===== src/design/sfr_pkg.sv =====
// Shared constants and types of the power-mode and interface-rescue block.
package sfr_pkg;

    ////////////////////////////////////////////////////////////////////////
    // Power modes and serial protocols.
    typedef enum logic [1:0] {
        SFR_ACTIVE  = 2'b00,
        SFR_STANDBY = 2'b01,
        SFR_DEEP    = 2'b10
    } sfr_mode_e;

    typedef enum logic [1:0] {
        SFR_EXT  = 2'b00,
        SFR_DUAL = 2'b01,
        SFR_QUAD = 2'b10
    } sfr_proto_e;

    ////////////////////////////////////////////////////////////////////////
    // Frame lengths in serial clocks.
    localparam int         CNT_W      = 6;
    localparam logic [5:0] CNT_MAX    = 6'h3F;
    localparam logic [5:0] CMD_LEN    = 6'h08;
    localparam logic [5:0] PLR_LEN    = 6'h08;
    localparam logic [5:0] RESCUE_LEN = 6'h10;
    localparam logic [5:0] CONF_EDGE  = 6'h19;
    localparam logic [5:0] STEP_LEN0  = 6'h07;
    localparam logic [5:0] STEP_LEN1  = 6'h09;
    localparam logic [5:0] STEP_LEN2  = 6'h0D;
    localparam logic [5:0] STEP_LEN3  = 6'h11;
    localparam logic [5:0] STEP_LEN4  = 6'h19;
    localparam logic [5:0] STEP_LEN5  = 6'h21;
    localparam logic [2:0] STEP_DONE  = 3'h6;

    ////////////////////////////////////////////////////////////////////////
    // Delivery values and configuration field positions.
    localparam logic [15:0] NV_DELIVERY     = 16'hFFFF;
    localparam logic [7:0]  STATUS_DELIVERY = 8'h00;
    localparam int          NV_XIP_BIT      = 9;
    localparam int          NV_DUAL_BIT     = 6;
    localparam int          NV_QUAD_BIT     = 7;
    localparam int          SYNC_STAGES     = 2;

endpackage


===== src/design/sfr_frame_if.sv =====
// Frame summary passed from the frame tracker to the control logic.
`timescale 1ns/1ps
interface sfr_frame_if;
    logic       selected;
    logic       frame_end;
    logic [5:0] edge_cnt;
    logic       all_ones;
    logic [7:0] cmd_byte;
    logic       conf_bit;

    modport tracker (
        output selected,
        output frame_end,
        output edge_cnt,
        output all_ones,
        output cmd_byte,
        output conf_bit
    );

    modport ctrl (
        input selected,
        input frame_end,
        input edge_cnt,
        input all_ones,
        input cmd_byte,
        input conf_bit
    );
endinterface


===== src/design/sfr_frame_track.sv =====
// Counts serial clocks per select frame and captures line values.
`timescale 1ns/1ps
module sfr_frame_track (
    input  wire logic  clk,
    input  wire logic  rst_n,
    input  wire logic  sck,
    input  wire logic  cs_n,
    input  wire logic  dq0,
    input  wire logic  dq3,
    sfr_frame_if.tracker frm
);
    logic       sck_prev_ff, nxt_sck_prev;
    logic       cs_prev_ff,  nxt_cs_prev;
    logic       sel_ff,      nxt_sel;
    logic       end_ff,      nxt_end;
    logic [5:0] cnt_ff,      nxt_cnt;
    logic       ones_ff,     nxt_ones;
    logic [7:0] cmd_ff,      nxt_cmd;
    logic       conf_ff,     nxt_conf;
    logic       cs_fall;
    logic       sck_rise;
    logic [5:0] base_cnt;
    logic [5:0] cnt_inc;

    always_comb begin
        cs_fall     = !cs_n && cs_prev_ff;
        sck_rise    = sck && !sck_prev_ff && !cs_n;
        base_cnt    = cs_fall ? '0 : cnt_ff;
        cnt_inc     = (base_cnt == sfr_pkg::CNT_MAX) ? base_cnt
                                                     : 6'(base_cnt + 6'h01);
        nxt_sck_prev = sck;
        nxt_cs_prev  = cs_n;
        nxt_sel      = !cs_n;
        // A frame closes on the rising edge of the select line.
        nxt_end      = cs_n && !cs_prev_ff;
        nxt_cnt      = base_cnt;
        nxt_ones     = cs_fall | ones_ff;
        nxt_cmd      = cs_fall ? '0 : cmd_ff;
        nxt_conf     = cs_fall ? 1'b0 : conf_ff;
        if (sck_rise) begin
            nxt_cnt  = cnt_inc;
            // Both lines must stay high on every clock of a recovery frame.
            nxt_ones = nxt_ones & dq0 & dq3;
            if (base_cnt < sfr_pkg::CMD_LEN) begin
                nxt_cmd = {nxt_cmd[6:0], dq0};
            end
            // First dummy clock of an execute-in-place read.
            if (cnt_inc == sfr_pkg::CONF_EDGE) begin
                nxt_conf = dq0;
            end
        end
    end

    always_ff @(posedge clk or negedge rst_n) begin
        if (!rst_n) begin
            sck_prev_ff <= 1'b0;
            cs_prev_ff  <= 1'b1;
            sel_ff      <= 1'b0;
            end_ff      <= 1'b0;
            cnt_ff      <= '0;
            ones_ff     <= 1'b0;
            cmd_ff      <= '0;
            conf_ff     <= 1'b0;
        end else begin
            sck_prev_ff <= nxt_sck_prev;
            cs_prev_ff  <= nxt_cs_prev;
            sel_ff      <= nxt_sel;
            end_ff      <= nxt_end;
            cnt_ff      <= nxt_cnt;
            ones_ff     <= nxt_ones;
            cmd_ff      <= nxt_cmd;
            conf_ff     <= nxt_conf;
        end
    end

    assign frm.selected  = sel_ff;
    assign frm.frame_end = end_ff;
    assign frm.edge_cnt  = cnt_ff;
    assign frm.all_ones  = ones_ff;
    assign frm.cmd_byte  = cmd_ff;
    assign frm.conf_bit  = conf_ff;
endmodule


===== src/design/sfr_power_rescue.sv =====
// Power-mode control and serial interface rescue of a serial flash.
//
// Overview of operation
// - Selected device is in active power mode.
// - Deselected stays active until operations finish.
// - Enter command puts device in deep power-down.
// - Release command leaves deep power-down.
// - Power-loss recovery forces single-line, no execute-in-place.
// - Rescue restores interface only, operations continue.
// - Step one: six all-ones frames, 7 to 33.
// - Power-loss second step: eight all-ones clocks.
// - Rescue second step: sixteen all-ones clocks.
// - After either sequence, single-line commands accepted.
// - Delivery: status zero, configuration erased.
// - Confirmation bit one ends execute-in-place.
// - Recovery frames end execute-in-place, keep operations.
`timescale 1ns/1ps
module sfr_power_rescue #(
    parameter logic [7:0] DEEP_ENTER_OP = 8'hE1,
    parameter logic [7:0] DEEP_EXIT_OP  = 8'hE2
) (
    input  wire logic        MCLK,
    input  wire logic        RESET_N,
    input  wire logic        SPI_CLK,
    input  wire logic        SPI_SEL_N,
    input  wire logic        DATA_LINE_ZERO,
    input  wire logic        HOLD_DATA_LINE_THREE,
    input  wire logic        OP_BUSY,
    input  wire logic [15:0] NV_CONFIG,
    output logic      [1:0]  POWER_MODE,
    output logic      [1:0]  PROTOCOL,
    output logic             XIP_ACTIVE,
    output logic             XIP_LOCKED,
    output logic      [2:0]  SEQ_STEP,
    output logic      [7:0]  STATUS
);
    ////////////////////////////////////////////////////////////////////////
    // Pin synchronisation and frame tracking.
    logic [3:0] pins_sync;

    // Reset values match the idle pin levels, so that releasing reset
    // never shows a false select or a false clock edge.
    sfr_sync #(
        .W       (4),
        .RST_VAL (4'h4)
    ) u_sync (
        .clk   (MCLK),
        .rst_n (RESET_N),
        .din   ({SPI_CLK, SPI_SEL_N, DATA_LINE_ZERO, HOLD_DATA_LINE_THREE}),
        .dout  (pins_sync)
    );

    sfr_frame_if frm ();

    sfr_frame_track u_track (
        .clk   (MCLK),
        .rst_n (RESET_N),
        .sck   (pins_sync[3]),
        .cs_n  (pins_sync[2]),
        .dq0   (pins_sync[1]),
        .dq3   (pins_sync[0]),
        .frm   (frm.tracker)
    );

    ////////////////////////////////////////////////////////////////////////
    // Control state.
    sfr_pkg::sfr_mode_e  mode_ff,   nxt_mode;
    sfr_pkg::sfr_proto_e proto_ff,  nxt_proto;
    logic                xip_ff,    nxt_xip;
    logic                lock_ff,   nxt_lock;
    logic [2:0]          step_ff,   nxt_step;
    logic [15:0]         nv_ff,     nxt_nv;
    logic                init_ff,   nxt_init;
    logic [7:0]          status_ff, nxt_status;
    logic                full_cmd;
    logic                step_hit;
    logic                restart;
    logic                plr_done;
    logic                rescue_done;
    logic                conf_exit;

    function automatic logic [5:0] step_len(input logic [2:0] idx);
        case (idx)
            3'h0:    step_len = sfr_pkg::STEP_LEN0;
            3'h1:    step_len = sfr_pkg::STEP_LEN1;
            3'h2:    step_len = sfr_pkg::STEP_LEN2;
            3'h3:    step_len = sfr_pkg::STEP_LEN3;
            3'h4:    step_len = sfr_pkg::STEP_LEN4;
            3'h5:    step_len = sfr_pkg::STEP_LEN5;
            default: step_len = sfr_pkg::CNT_MAX;
        endcase
    endfunction

    function automatic sfr_pkg::sfr_proto_e nv_proto(input logic [15:0] nv);
        if (!nv[sfr_pkg::NV_QUAD_BIT]) begin
            nv_proto = sfr_pkg::SFR_QUAD;
        end else if (!nv[sfr_pkg::NV_DUAL_BIT]) begin
            nv_proto = sfr_pkg::SFR_DUAL;
        end else begin
            nv_proto = sfr_pkg::SFR_EXT;
        end
    endfunction

    always_comb begin
        // Only a frame of exactly one opcode counts as a command.
        full_cmd    = frm.frame_end && !xip_ff
                      && (frm.edge_cnt == sfr_pkg::CMD_LEN);
        step_hit    = frm.frame_end && frm.all_ones
                      && (mode_ff != sfr_pkg::SFR_DEEP)
                      && (step_ff < sfr_pkg::STEP_DONE)
                      && (frm.edge_cnt == step_len(step_ff));
        restart     = frm.frame_end && frm.all_ones
                      && (mode_ff != sfr_pkg::SFR_DEEP)
                      && (frm.edge_cnt == sfr_pkg::STEP_LEN0);
        plr_done    = frm.frame_end && frm.all_ones
                      && (mode_ff != sfr_pkg::SFR_DEEP)
                      && (step_ff == sfr_pkg::STEP_DONE)
                      && (frm.edge_cnt == sfr_pkg::PLR_LEN);
        rescue_done = frm.frame_end && frm.all_ones
                      && (mode_ff != sfr_pkg::SFR_DEEP)
                      && (step_ff == sfr_pkg::STEP_DONE)
                      && (frm.edge_cnt == sfr_pkg::RESCUE_LEN);
        conf_exit   = frm.frame_end && xip_ff && frm.conf_bit
                      && (frm.edge_cnt >= sfr_pkg::CONF_EDGE);

        nxt_mode   = mode_ff;
        nxt_proto  = proto_ff;
        nxt_xip    = xip_ff;
        nxt_lock   = lock_ff;
        nxt_step   = step_ff;
        nxt_nv     = nv_ff;
        nxt_init   = 1'b1;
        // Status shows only the write-in-progress bit of this block.
        nxt_status = sfr_pkg::STATUS_DELIVERY | 8'(OP_BUSY);

        unique case (mode_ff)
            sfr_pkg::SFR_DEEP: begin
                if (full_cmd && frm.cmd_byte == DEEP_EXIT_OP) begin
                    nxt_mode = sfr_pkg::SFR_ACTIVE;
                end
            end
            sfr_pkg::SFR_ACTIVE, sfr_pkg::SFR_STANDBY: begin
                if (full_cmd && frm.cmd_byte == DEEP_ENTER_OP) begin
                    nxt_mode = sfr_pkg::SFR_DEEP;
                end else if (frm.selected || OP_BUSY) begin
                    nxt_mode = sfr_pkg::SFR_ACTIVE;
                end else begin
                    nxt_mode = sfr_pkg::SFR_STANDBY;
                end
            end
            default: nxt_mode = sfr_pkg::SFR_STANDBY;
        endcase

        // Outside deep power-down, any frame other than the expected one restarts the sequence.
        if (frm.frame_end && mode_ff != sfr_pkg::SFR_DEEP) begin
            if (step_hit) begin
                nxt_step = 3'(step_ff + 3'h1);
            end else if (restart) begin
                nxt_step = 3'h1;
            end else begin
                nxt_step = 3'h0;
            end
        end

        if (conf_exit || step_hit || restart) begin
            nxt_xip = 1'b0;
        end
        if (plr_done) begin
            nxt_proto = sfr_pkg::SFR_EXT;
            nxt_xip   = 1'b0;
            nxt_lock  = 1'b1;
        end
        if (rescue_done) begin
            // Interface only; busy operations are left running.
            nxt_nv    = NV_CONFIG;
            nxt_proto = sfr_pkg::SFR_EXT;
            nxt_xip   = 1'b0;
        end

        // Configuration is taken once, in the first cycle after reset.
        if (!init_ff) begin
            nxt_nv    = NV_CONFIG;
            nxt_proto = nv_proto(NV_CONFIG);
            nxt_xip   = !NV_CONFIG[sfr_pkg::NV_XIP_BIT];
        end
    end

    always_ff @(posedge MCLK or negedge RESET_N) begin
        if (!RESET_N) begin
            mode_ff   <= sfr_pkg::SFR_STANDBY;
            proto_ff  <= sfr_pkg::SFR_EXT;
            xip_ff    <= 1'b0;
            lock_ff   <= 1'b0;
            step_ff   <= 3'h0;
            nv_ff     <= sfr_pkg::NV_DELIVERY;
            init_ff   <= 1'b0;
            status_ff <= sfr_pkg::STATUS_DELIVERY;
        end else begin
            mode_ff   <= nxt_mode;
            proto_ff  <= nxt_proto;
            xip_ff    <= nxt_xip;
            lock_ff   <= nxt_lock;
            step_ff   <= nxt_step;
            nv_ff     <= nxt_nv;
            init_ff   <= nxt_init;
            status_ff <= nxt_status;
        end
    end

    assign POWER_MODE = mode_ff;
    assign PROTOCOL   = proto_ff;
    assign XIP_ACTIVE = xip_ff;
    assign XIP_LOCKED = lock_ff;
    assign SEQ_STEP   = step_ff;
    assign STATUS     = status_ff;
endmodule


===== src/design/sfr_sync.sv =====
// Two-stage synchroniser for a group of asynchronous inputs.
`timescale 1ns/1ps
module sfr_sync #(
    parameter int           W       = 1,
    parameter logic [W-1:0] RST_VAL = '0
) (
    input  wire logic         clk,
    input  wire logic         rst_n,
    input  wire logic [W-1:0] din,
    output logic      [W-1:0] dout
);
    logic [W-1:0] stage1_ff;
    logic [W-1:0] stage2_ff;

    always_ff @(posedge clk or negedge rst_n) begin
        if (!rst_n) begin
            stage1_ff <= RST_VAL;
            stage2_ff <= RST_VAL;
        end else begin
            stage1_ff <= din;
            stage2_ff <= stage1_ff;
        end
    end

    assign dout = stage2_ff;
endmodule


===== config.mk =====
export PLATFORM = sky130hd
export DESIGN_NAME = sfr_power_rescue
export DESIGN_NICKNAME = d
export VERILOG_FILES = /design/src/design/sfr_pkg.sv /design/src/design/sfr_frame_if.sv /design/src/design/sfr_frame_track.sv /design/src/design/sfr_power_rescue.sv /design/src/design/sfr_sync.sv
export SDC_FILE = /design/constraint.sdc
export NUM_CORES = 1
export LEC_CHECK = 0
export BUFFER_PORTS_ARGS = -buffer_cell sky130_fd_sc_hd__clkbuf_2
export CAP_MARGIN = 25
export CORE_MARGIN = 4
export CORE_UTILIZATION = 54
export DETAILED_ROUTE_END_ITERATION = 10
export PLACE_DENSITY_LB_ADDON = 0.1
export SETUP_SLACK_MARGIN = 0.3
export SYNTH_ARGS = -nofsm -noshare
export SYNTH_HDL_FRONTEND = slang
export SYNTH_SLANG_ARGS = --single-unit

===== constraint.sdc =====
create_clock -name MCLK -period 2.5 [get_ports MCLK]
set_input_delay 0.5 -clock MCLK [delete_from_list [all_inputs] [get_ports MCLK]]
set_output_delay 0.5 -clock MCLK [all_outputs]
set_load 0.01 [all_outputs]

# Word level (Yosys, flattened, before mapping)

Cells that the tools add are included.

Register bits: 39
Bits of input ports: 23
Output and inout port bits: 17
Logic and storage cells: 102

Add/sub/neg operators: 2
Magnitude comparators: 3
Equality and inequality tests: 20
Muxes and demuxes: 26
Bitwise gates (word level): 3
Reduce and logical (&&, ||, !) cells: 31

Operators with widths:

| kind                                                 | count |
|---|---|
| one-hot mux 6 bit (6 select lines)                   | 1 |
| 2-to-1 mux 8 bit                                     | 3 |
| logical AND 1 bit                                    | 20 |
| 2-to-1 mux 6 bit                                     | 3 |
| == test 8 bit (second input constant)                | 2 |
| == test 6 x 5 -> 1 bit (second input constant)       | 2 |
| 2-to-1 mux 2 bit                                     | 6 |
| 2-to-1 mux 1 bit                                     | 11 |
| == test 3 bit (second input constant)                | 3 |
| adder 6 x 1 -> 6 bit (second input constant)         | 1 |
| == test 3 x 2 -> 1 bit (second input constant)       | 2 |
| == test 6 x 3 -> 1 bit (second input constant)       | 1 |
| == test 6 x 4 -> 1 bit (second input constant)       | 1 |
| == test 6 bit                                        | 1 |
| == test 6 bit (second input constant)                | 1 |
| >= comparator 6 x 5 -> 1 bit (second input constant) | 1 |
| < comparator 6 x 4 -> 1 bit (second input constant)  | 1 |
| zero test 1 bit                                      | 5 |
| != test 2 bit (second input constant)                | 2 |
| != test 4 x 1 -> 1 bit (second input constant)       | 1 |
| one-hot mux 2 bit (2 select lines)                   | 1 |
| adder 3 x 1 -> 3 bit (second input constant)         | 1 |
| == test 3 x 1 -> 1 bit (second input constant)       | 1 |
| zero test 3 bit                                      | 1 |
| 10 further kinds                                     | 13 |

# Depth between registers and ports, before layout

Gate-level depths: netlist of the first run.

Word-level depth: 10
Depth in mapped cells: 9
Gate-level depth less buffers: 9

# By module

From an unflattened synthesis of the first run, not the netlist that was laid out.

Cell total of the unflattened synthesis: 190
Area total of the unflattened synthesis: 1980.6 µm²

By module, submodules not included:

| module           | instances | cells an instance | area each (µm²) | sequential area each (µm²) |
|---|---|---|---|---|
| sfr_frame_track  | 1         | 94                | 958.4           | 501.7 |
| sfr_power_rescue | 1         | 88                | 819.5           | 276.5 |
| sfr_sync         | 1         | 8                 | 202.7           | 202.7 |

# Worst setup path before layout of the first run

Ideal clock, no wire load.

Path kind: flip-flop to flip-flop
Start point: register u_track.cs_prev_ff
End point: register u_track.conf_ff, in the netlist u_track.frm.conf_bit
Setup time: 0.079 ns
Data arrival time: 2.162 ns
Data required time: 2.421 ns
Path slack: 0.259 ns
Stages on the path, launching flop included: 10
Buffers on the path: 1
Period minus slack after synthesis: 2.241 ns
Cell sequence: dfstp_2 nor2b_1 clkbuf_1 nor2_1 ha_1 nand3_1 a31o_2 a31oi_1 a211oi_1 mux2i_1

Cells in the longest elaborated chain, start to end: 7
Elaborated cells on any way between the ends: 9
Those cells by class: 1 x add/sub; 2 x eq/ne; 5 x mux; 1 x reduce/logical

RTL lines:

| what                                                  | RTL line                                     | RTL |
|---|---|---|
| start: declaration                                    | sfr_frame_track.sv:13                        | `logic cs_prev_ff, nxt_cs_prev;` |
| start signal: assignment                              | sfr_frame_track.sv:66                        | `cs_prev_ff <= nxt_cs_prev;` |
| logical AND 1 bit *                                   | sfr_frame_track.sv:26                        | `cs_fall = !cs_n && cs_prev_ff;` |
| 2-to-1 mux 6 bit                                      | sfr_frame_track.sv:28                        | `base_cnt = cs_fall ? '0 : cnt_ff;` |
| adder 6 x 1 -> 6 bit or == test 6 bit (tied branches) | sfr_frame_track.sv:30, sfr_frame_track.sv:29 |  |
| 2-to-1 mux 6 bit                                      | sfr_frame_track.sv:29                        | `cnt_inc = (base_cnt == sfr_pkg::CNT_MAX) ? base_cnt` |
| == test 6 x 5 -> 1 bit                                | sfr_frame_track.sv:48                        | `if (cnt_inc == sfr_pkg::CONF_EDGE) begin` |
| 2-to-1 mux 1 bit                                      | sfr_frame_track.sv:48                        |  |
| 2-to-1 mux 1 bit *                                    | sfr_frame_track.sv:40                        | `if (sck_rise) begin` |
| net u_track.nxt_conf                                  | sfr_frame_track.sv:19                        | `logic conf_ff, nxt_conf;` |
| end signal: assignment                                | sfr_frame_track.sv:72                        | `conf_ff <= nxt_conf;` |
| end: declaration                                      | sfr_frame_track.sv:19                        |  |

The timed path passes the listed nets; every way through them passes the cells marked *.
A chain may end at the register's enable or synchronous reset.

# Worst setup path after layout of the first run

Start point: register step_ff[0], in the netlist SEQ_STEP[0]
End point: register step_ff[2], in the netlist SEQ_STEP[2]

Cells in the longest elaborated chain, start to end: 5
Elaborated cells on any way between the ends: 13
Those cells by class: 1 x add/sub; 1 x order compare; 6 x eq/ne; 2 x mux; 3 x reduce/logical

RTL lines:

| what                                        | RTL line                | RTL |
|---|---|---|
| start: declaration                          | sfr_power_rescue.sv:71  | `logic [2:0] step_ff, nxt_step;` |
| start signal: assignment                    | sfr_power_rescue.sv:203 | `step_ff <= nxt_step;` |
| == test 3 bit, or another cell as far along | sfr_power_rescue.sv:83  | `case (idx)` |
| one-hot mux 6 bit (6 select lines)          | sfr_power_rescue.sv:83  |  |
| == test 6 bit                               | sfr_power_rescue.sv:111 | `&& (frm.edge_cnt == step_len(step_ff));` |
| logical AND 1 bit                           | sfr_power_rescue.sv:111 |  |
| 2-to-1 mux 3 bit *                          | sfr_power_rescue.sv:156 | `if (step_hit) begin` |

Every way passes the cells marked *; elsewhere a longest branch is shown, timed or not.

==> impl_metrics.json, run 1 <==
{
  "yosys-top-cells-count": "dfrtp_1, nor2_1, nand2_1",
  "sw_frac_of_total_pct": 25.2,
  "detailed_place_hpwl_um": 3100,
  "grt.total_usage_pct": 20.8,
  "ys_seq_elements": 39,
  "fin_skew_ps": 9.83,
  "rsz0062_at_grt": "no",
  "setup_tns_ps": 0,
  "cts.htree.levels": 2,
  "synth.top_cell.area_share_pct": 43.9,
  "fp-row-count": 21,
  "final.period_utilization_pct": 82.7,
  "hp-class": "input port to async pin",
  "sequential_share_of_power_pct": 57.0,
  "dpl_worst_slack_ps": 308,
  "tritoncts": "built",
  "arrival_ps": 2270,
  "ff_latch_area_um2": 983,
  "power_report.internal_total_w": 0.000892,
  "drt_first_iter_violations": 92,
  "dpl-instance-area_um2": 2110,
  "achievable-frequency_ghz": 0.484,
  "peakVddDrop_v": 0.000438,
  "share_of_the_yosys_chip_area_belonging_to_registers_pct": 49.2,
  "layout.filler_cells": 287,
  "kind_of_capture_point_of_the_worst_setup_path": "register",
  "nets_final": 256,
  "ys.flop_type": "dfrtp_1",
  "tritoncts_num_sinks": 39,
  "residual_drc": 0,
  "clock_path_buffers": 2,
  "cts.reportedPaths.clkPinSlew_ps": 80,
  "cp_top_family": "simple AND/OR/NAND/NOR gates",
  "final_antenna_net_count": 0,
  "slew_viol_final": 0,
  "relSlewSlack_pct": 56.7,
  "globalplace.congestion": 0.913,
  "worst_skew_pair.late_latency_ps": 290,
  "first_global_vias": 1538,
  "status": "finished clean",
  "clkPwrFrac_pct": 34.7,
  "post_synth_instance_area_um2": 1990,
  "p_total_w": 0.00119,
  "buffer_ports.inserted": 19,
  "remaining_global_route_overflow": 0,
  "layout.cell_area.non_filler_um2": 2260,
  "number_of_antenna_violations_at_the_first_check_in_global_routing": 0,
  "report.final.hold_viol_count": 0,
  "routed-via-count": 1580,
  "synthTopCellsByArea": "dfrtp_1, dfstp_2, nor2_1",
  "ys.warnings.count": 0,
  "chipWidth_um": 68.8,
  "critical_path_class": "register to register",
  "final.setup.worst_slack_ps": 432,
  "worst-path-buf-inv": 1,
  "multi_input_comb_area_um2": 952,
  "routed_via_density": 5.77,
  "regToRegSetupSlack_ps": 430,
  "io_pins": 40,
  "setup-violations-final": 0,
  "yosys.cell_count.top_type": "dfrtp_1",
  "fraction_of_registers_with_async_set_reset_pct": 100,
  "n_antenna_cell": 0,
  "initial_utilization_pct": 57.9,
  "wire_length_of_the_first_global_routing_pass_um": 7110,
  "detail_route.wl_per_cell_um": 15.4,
  "synth_cells": 203,
  "postSynthAreaPerCell_um2": 9.82,
  "drive_above_1_share_pct": 22.8,
  "fp.dieArea_um2": 4730,
  "synth_enable_flop_cells": 0,
  "clock_tree.root_cell": "clkbuf_8",
  "final.min_clock_period_ps": 2070,
  "post-synth-top-area-cell": "dfrtp_1",
  "power.net_switching_w": 0.000300,
  "comb_power_share_pct": 8.2,
  "postRouteWirelength_um": 4230,
  "power_density_nw_per_um2": 527,
  "die_height_um": 68.8,
  "critical_path_peak_fanout": 8,
  "slowest_cell_delay_on_critical_path_ps": 440,
  "ordered_cell_list_for_the_critical_path": "inv_1 -> ha_1 -> nor2_2 -> or4b_1 -> nand3_1 -> nand4_1 -> o31ai_2",
  "number_of_max_cap_violations": 0,
  "post_synth_num_cell_types": 48,
  "required_ps": 2710,
  "area_growth_syn_to_layout_pct": 13.4,
  "grt_max_degree": 40,
  "start_kind": "register",
  "coreArea_um2": 3440,
  "cellLeakagePower_nw": 1.03,
  "crit_path_top_delay_cell": "or4b_1",
  "dr_pass1_iterations": 4,
  "max_slew.worst_pin.slew_ps": 648,
  "cts-buffers-inserted": 5
}
-- per-stage QoR --
step | instances | utilization, % | hold slack, ps
finish | 274 | 65.7 | 50.3
detailed placement | 264 | 61.4 | 340
global route | 274 | 65.7 | 58.7
CTS | 272 | 64.0 | 281
floorplan | 209 | - | 204
global placement | 264 | 61.4 | 332
-- registers in the layout (all words and copies together) (netlist names), named ones only --
register / flops
u_track.frm.selected: 1
u_sync.dout: 4
init_ff: 1
XIP_ACTIVE: 1
u_track.frm.all_ones: 1
u_sync.stage1_ff: 4
PROTOCOL: 2
u_track.frm.cmd_byte: 8
XIP_LOCKED: 1
u_track.frm.conf_bit: 1
POWER_MODE: 1
u_track.frm.frame_end: 1
u_track.frm.edge_cnt: 6
STATUS: 1
SEQ_STEP: 3
u_track.cs_prev_ff: 1
u_track.sck_prev_ff: 1
-- what timing repair did --
item | in CTS | in global routing
gates resized for setup | 1 | 8
buffers inserted | 0 | 1
hold buffers | 0 | 0
setup endpoints to repair | 1 | 5
pin swaps | 0 | 1
-- worst paths after layout --
path | start | end | cells past startpoint
max in group asynchronous | RESET_N | u_sync.dout[2] | 2
hold / removal | RESET_N | POWER_MODE[1] | 1
hold reg to reg | u_sync.stage1_ff[1] | u_sync.dout[1] | 0
setup / recovery | SEQ_STEP[0] | SEQ_STEP[2] | 7
min in group MCLK | SPI_SEL_N | u_sync.stage1_ff[2] | 1
setup reg to reg | SEQ_STEP[0] | SEQ_STEP[2] | 7
-- metal layers --
layer  share of wire (%)  up-vias  wire length (um)  global-route usage [%]
li1                    -      755                 -                       -
met1                  43      768              1840                    26.1
met2                  48       45              2050                    32.9
met3                 4.9       12               207                    3.89
met4                 3.3        0               140                    13.4
met5                   0        -                 0                       0
-- logic make-up after synthesis --
| logic type | synth area share [%] |
|---|---|
| XOR/XNOR | 0.439 |
| other | 0.377 |
| multiplexers | 4.02 |
| buffers and inverters | 5.58 |
| adder cells (fa/ha/maj) | 3.76 |
| AO/OA/AOI/OAI | 14.6 |
| flip-flops | 49.2 |
| AND/OR/NAND/NOR | 22.1 |
-- worst register-to-register path, cell delays in order, from the launching register on --
cell and delay, ps:
dfrtp_2 430, inv_1 90, ha_1 290, nor2_2 180, or4b_1 440, nand3_1 100, nand4_1 210, o31ai_2 240
-- power by group through the flow --
stage               Sequential [W]  Clock [W]  Combinational, W
finish                    0.000680   0.000414         0.0000982
global route              0.000684   0.000453          0.000112
global placement          0.000690          0         0.0000895
floorplan                 0.000688          0         0.0000612
detailed placement        0.000692          0         0.0000933
CTS                       0.000680   0.000422         0.0000936
-- cells in the final DEF, fill, tap and decap left out, types with 3 or more instances in the layout --
cell type,Yosys,final
dfrtp_1,35,33
nor2_1,25,24
nand2_1,19,19
clkbuf_2,0,19
nand3_1,11,10
inv_1,9,9
mux2i_1,8,8
o21ai_0,8,8
conb_1,2,8
nand2b_1,5,5
nor3_1,6,5
clkbuf_8,0,5
a31oi_1,4,4
ha_1,6,4
dfstp_2,4,4
buf_4,7,4
nor3b_1,3,3
a211oi_1,4,3
and2_1,3,3
a21oi_1,3,3
nand4_1,3,3
-- layout make-up --
type                    count  area share [%]
clock inverters             3           0.885
inverters                   9            1.49
clock buffers               5            3.04
flip-flops and latches     39            43.5
multi-input cells         148            42.1
well taps                  46            2.55
repair buffers             24            6.42
(Power assumes the default switching activity.)
==> inputs of run 2 (changes only) <==
==> constraint.sdc (replaced) <==
create_clock -name MCLK -period 2 [get_ports MCLK]
set_input_delay 0.4 -clock MCLK [delete_from_list [all_inputs] [get_ports MCLK]]
set_output_delay 0.4 -clock MCLK [all_outputs]
set_load 0.01 [all_outputs]
==> impl_metrics.json, run 2 (same netlist as run 1, synthesis figures left out) <==
{
  "number_of_flip_flops_under_the_largest_register_name": 8,
  "critical_path.reg2reg.endpoint": "SEQ_STEP[0]",
  "postRouteWirelength_um": 4820,
  "clock_tree.root_cell": "clkbuf_8",
  "fp.dieArea_um2": 4730,
  "io_pins": 40,
  "layout.cells.most_common": "dfrtp_1",
  "max_slew.worst_pin.slew_ps": 638,
  "cts-buffers-inserted": 5,
  "clock_path_buffers": 2,
  "die_height_um": 68.8,
  "first_global_vias": 1704,
  "initial_utilization_pct": 57.9,
  "globalplace.congestion": 0.835,
  "dr_pass1_iterations": 4,
  "grt_max_degree": 27,
  "routed_via_density": 5.89,
  "routed-via-count": 1748,
  "setup-violations-final": 0,
  "rsz0062_at_grt": "yes",
  "final_antenna_net_count": 0,
  "setup_tns_ps": 0,
  "chipWidth_um": 68.8,
  "slowest_cell_delay_on_critical_path_ps": 490,
  "ordered_cell_list_for_the_critical_path": "ha_4 -> ha_4 -> nor2_4 -> or4b_4 -> nand3_2 -> nand4_1 -> buf_4 -> o211ai_1",
  "fp-row-count": 21,
  "crit_path_top_delay_cell": "or4b_4",
  "drive_above_1_share_pct": 41.8,
  "power_density_nw_per_um2": 624,
  "critical_path_class": "register to register",
  "grt.total_usage_pct": 22.7,
  "arrival_ps": 2180,
  "cellLeakagePower_nw": 1.18,
  "final.period_utilization_pct": 99.0,
  "area_growth_syn_to_layout_pct": 33.6,
  "detail_route.wl_per_cell_um": 16.2,
  "holdBufCountCts": 0,
  "slew_viol_final": 0,
  "required_ps": 2200,
  "n_antenna_cell": 0,
  "hold_slack_ps": 119,
  "tritoncts_num_sinks": 39,
  "number_of_antenna_violations_at_the_first_check_in_global_routing": 0,
  "remaining_global_route_overflow": 0,
  "wire_length_of_the_first_global_routing_pass_um": 7740,
  "nets_final": 279,
  "critical_path_peak_fanout": 6,
  "fin_skew_ps": 9.89,
  "cts.htree.levels": 2,
  "status": "finished clean",
  "buffer_ports.inserted": 19,
  "number_of_max_cap_violations": 0,
  "hp-class": "input port to async pin",
  "rr_worst_depth": 8,
  "kind_of_capture_point_of_the_worst_setup_path": "register",
  "residual_drc": 0,
  "relSlewSlack_pct": 57.5,
  "worst_skew_pair.late_latency_ps": 290,
  "start_kind": "register",
  "crit_path_frequent_cell": "ha_4",
  "detailed_place_hpwl_um": 3220,
  "cp_top_family": "simple AND/OR/NAND/NOR gates",
  "peakVddDrop_v": 0.000656,
  "most-common-layout-cells": "dfrtp_1, buf_4, clkbuf_2",
  "worst-path-buf-inv": 1,
  "report.final.hold_viol_count": 0,
  "final.min_clock_period_ps": 1980,
  "drt_first_iter_violations": 142,
  "achievable-frequency_ghz": 0.505,
  "crit-reg2reg-launch": "SEQ_STEP[1]",
  "cts.reportedPaths.clkPinSlew_ps": 80,
  "regToRegSetupSlack_ps": 20,
  "coreArea_um2": 3440,
  "tritoncts": "built"
}
## run 2: cell types whose count changed in the layout (fill, tap and decap cells not counted), moves of 3 or more
cell	before	now
buf_4	4	27
dfrtp_1	33	30
dfrtp_2	2	5
ha_1	4	0
ha_4	0	6
inv_1	9	5
nor2_1	24	18
nor2_4	0	5
## run 2: layout make-up
type                       instances  area (um2)
multi-input combinational        148        1160
sequential                        39         987
fill                             236         777
timing repair buffer              47         309
clock buffer                       5        68.8
tap                               46        57.6
clock inverter                     3        43.8
inverter                           9        38.8
## run 2: power by group
part           internal [W]  leakage [nW]  total, W  switching, W
sequential         0.000823         0.488  0.000848     0.0000247
combinational     0.0000743         0.635  0.000171     0.0000967
clock              0.000371        0.0581  0.000645      0.000274
## run 2: how the worst max path moves through the flow
stage,slack [ps],start,depth (start not counted),to
floorplan,80,u_track.cs_prev_ff,9,u_track.frm.conf_bit
global placement,40,SEQ_STEP[0],7,SEQ_STEP[2]
detailed placement,-20,SEQ_STEP[1],7,SEQ_STEP[2]
CTS,40,SEQ_STEP[0],7,SEQ_STEP[2]
global route,-60,SEQ_STEP[0],8,SEQ_STEP[0]
finish,20,SEQ_STEP[1],8,SEQ_STEP[0]
## run 2: routing by layer
metal  share of wire [%]  vias up  GRT usage, %
li1                    -      807             -
met1                  40      866          26.8
met2                  52       63          40.8
met3                 5.2       12          4.05
met4                 2.2        0          8.52
met5                   0        -             0
## run 2: repair_timing
action                                 in CTS  in global routing
resized for setup                          11                 19
endpoints found under the hold margin       0                  0
setup buffers                               8                  5
cloned                                      0                  0
setup endpoints to repair                  15                 18
pin swaps                                   8                  3
## run 2: through the flow
stage | total power [W] | utilization, % | setup WS [ps] | area [um2] | std cells
finish | 0.00166 | 77.4 | 19.6 | 2670 | 297
global placement | 0.000998 | 67.8 | 43.0 | 2330 | 276
floorplan | 0.000949 | - | 75.9 | 2160 | 209
CTS | 0.00166 | 73.9 | 41.0 | 2540 | 292
detailed placement | 0.00101 | 67.8 | -24.8 | 2330 | 276
global route | 0.00175 | 77.4 | -58.1 | 2670 | 297
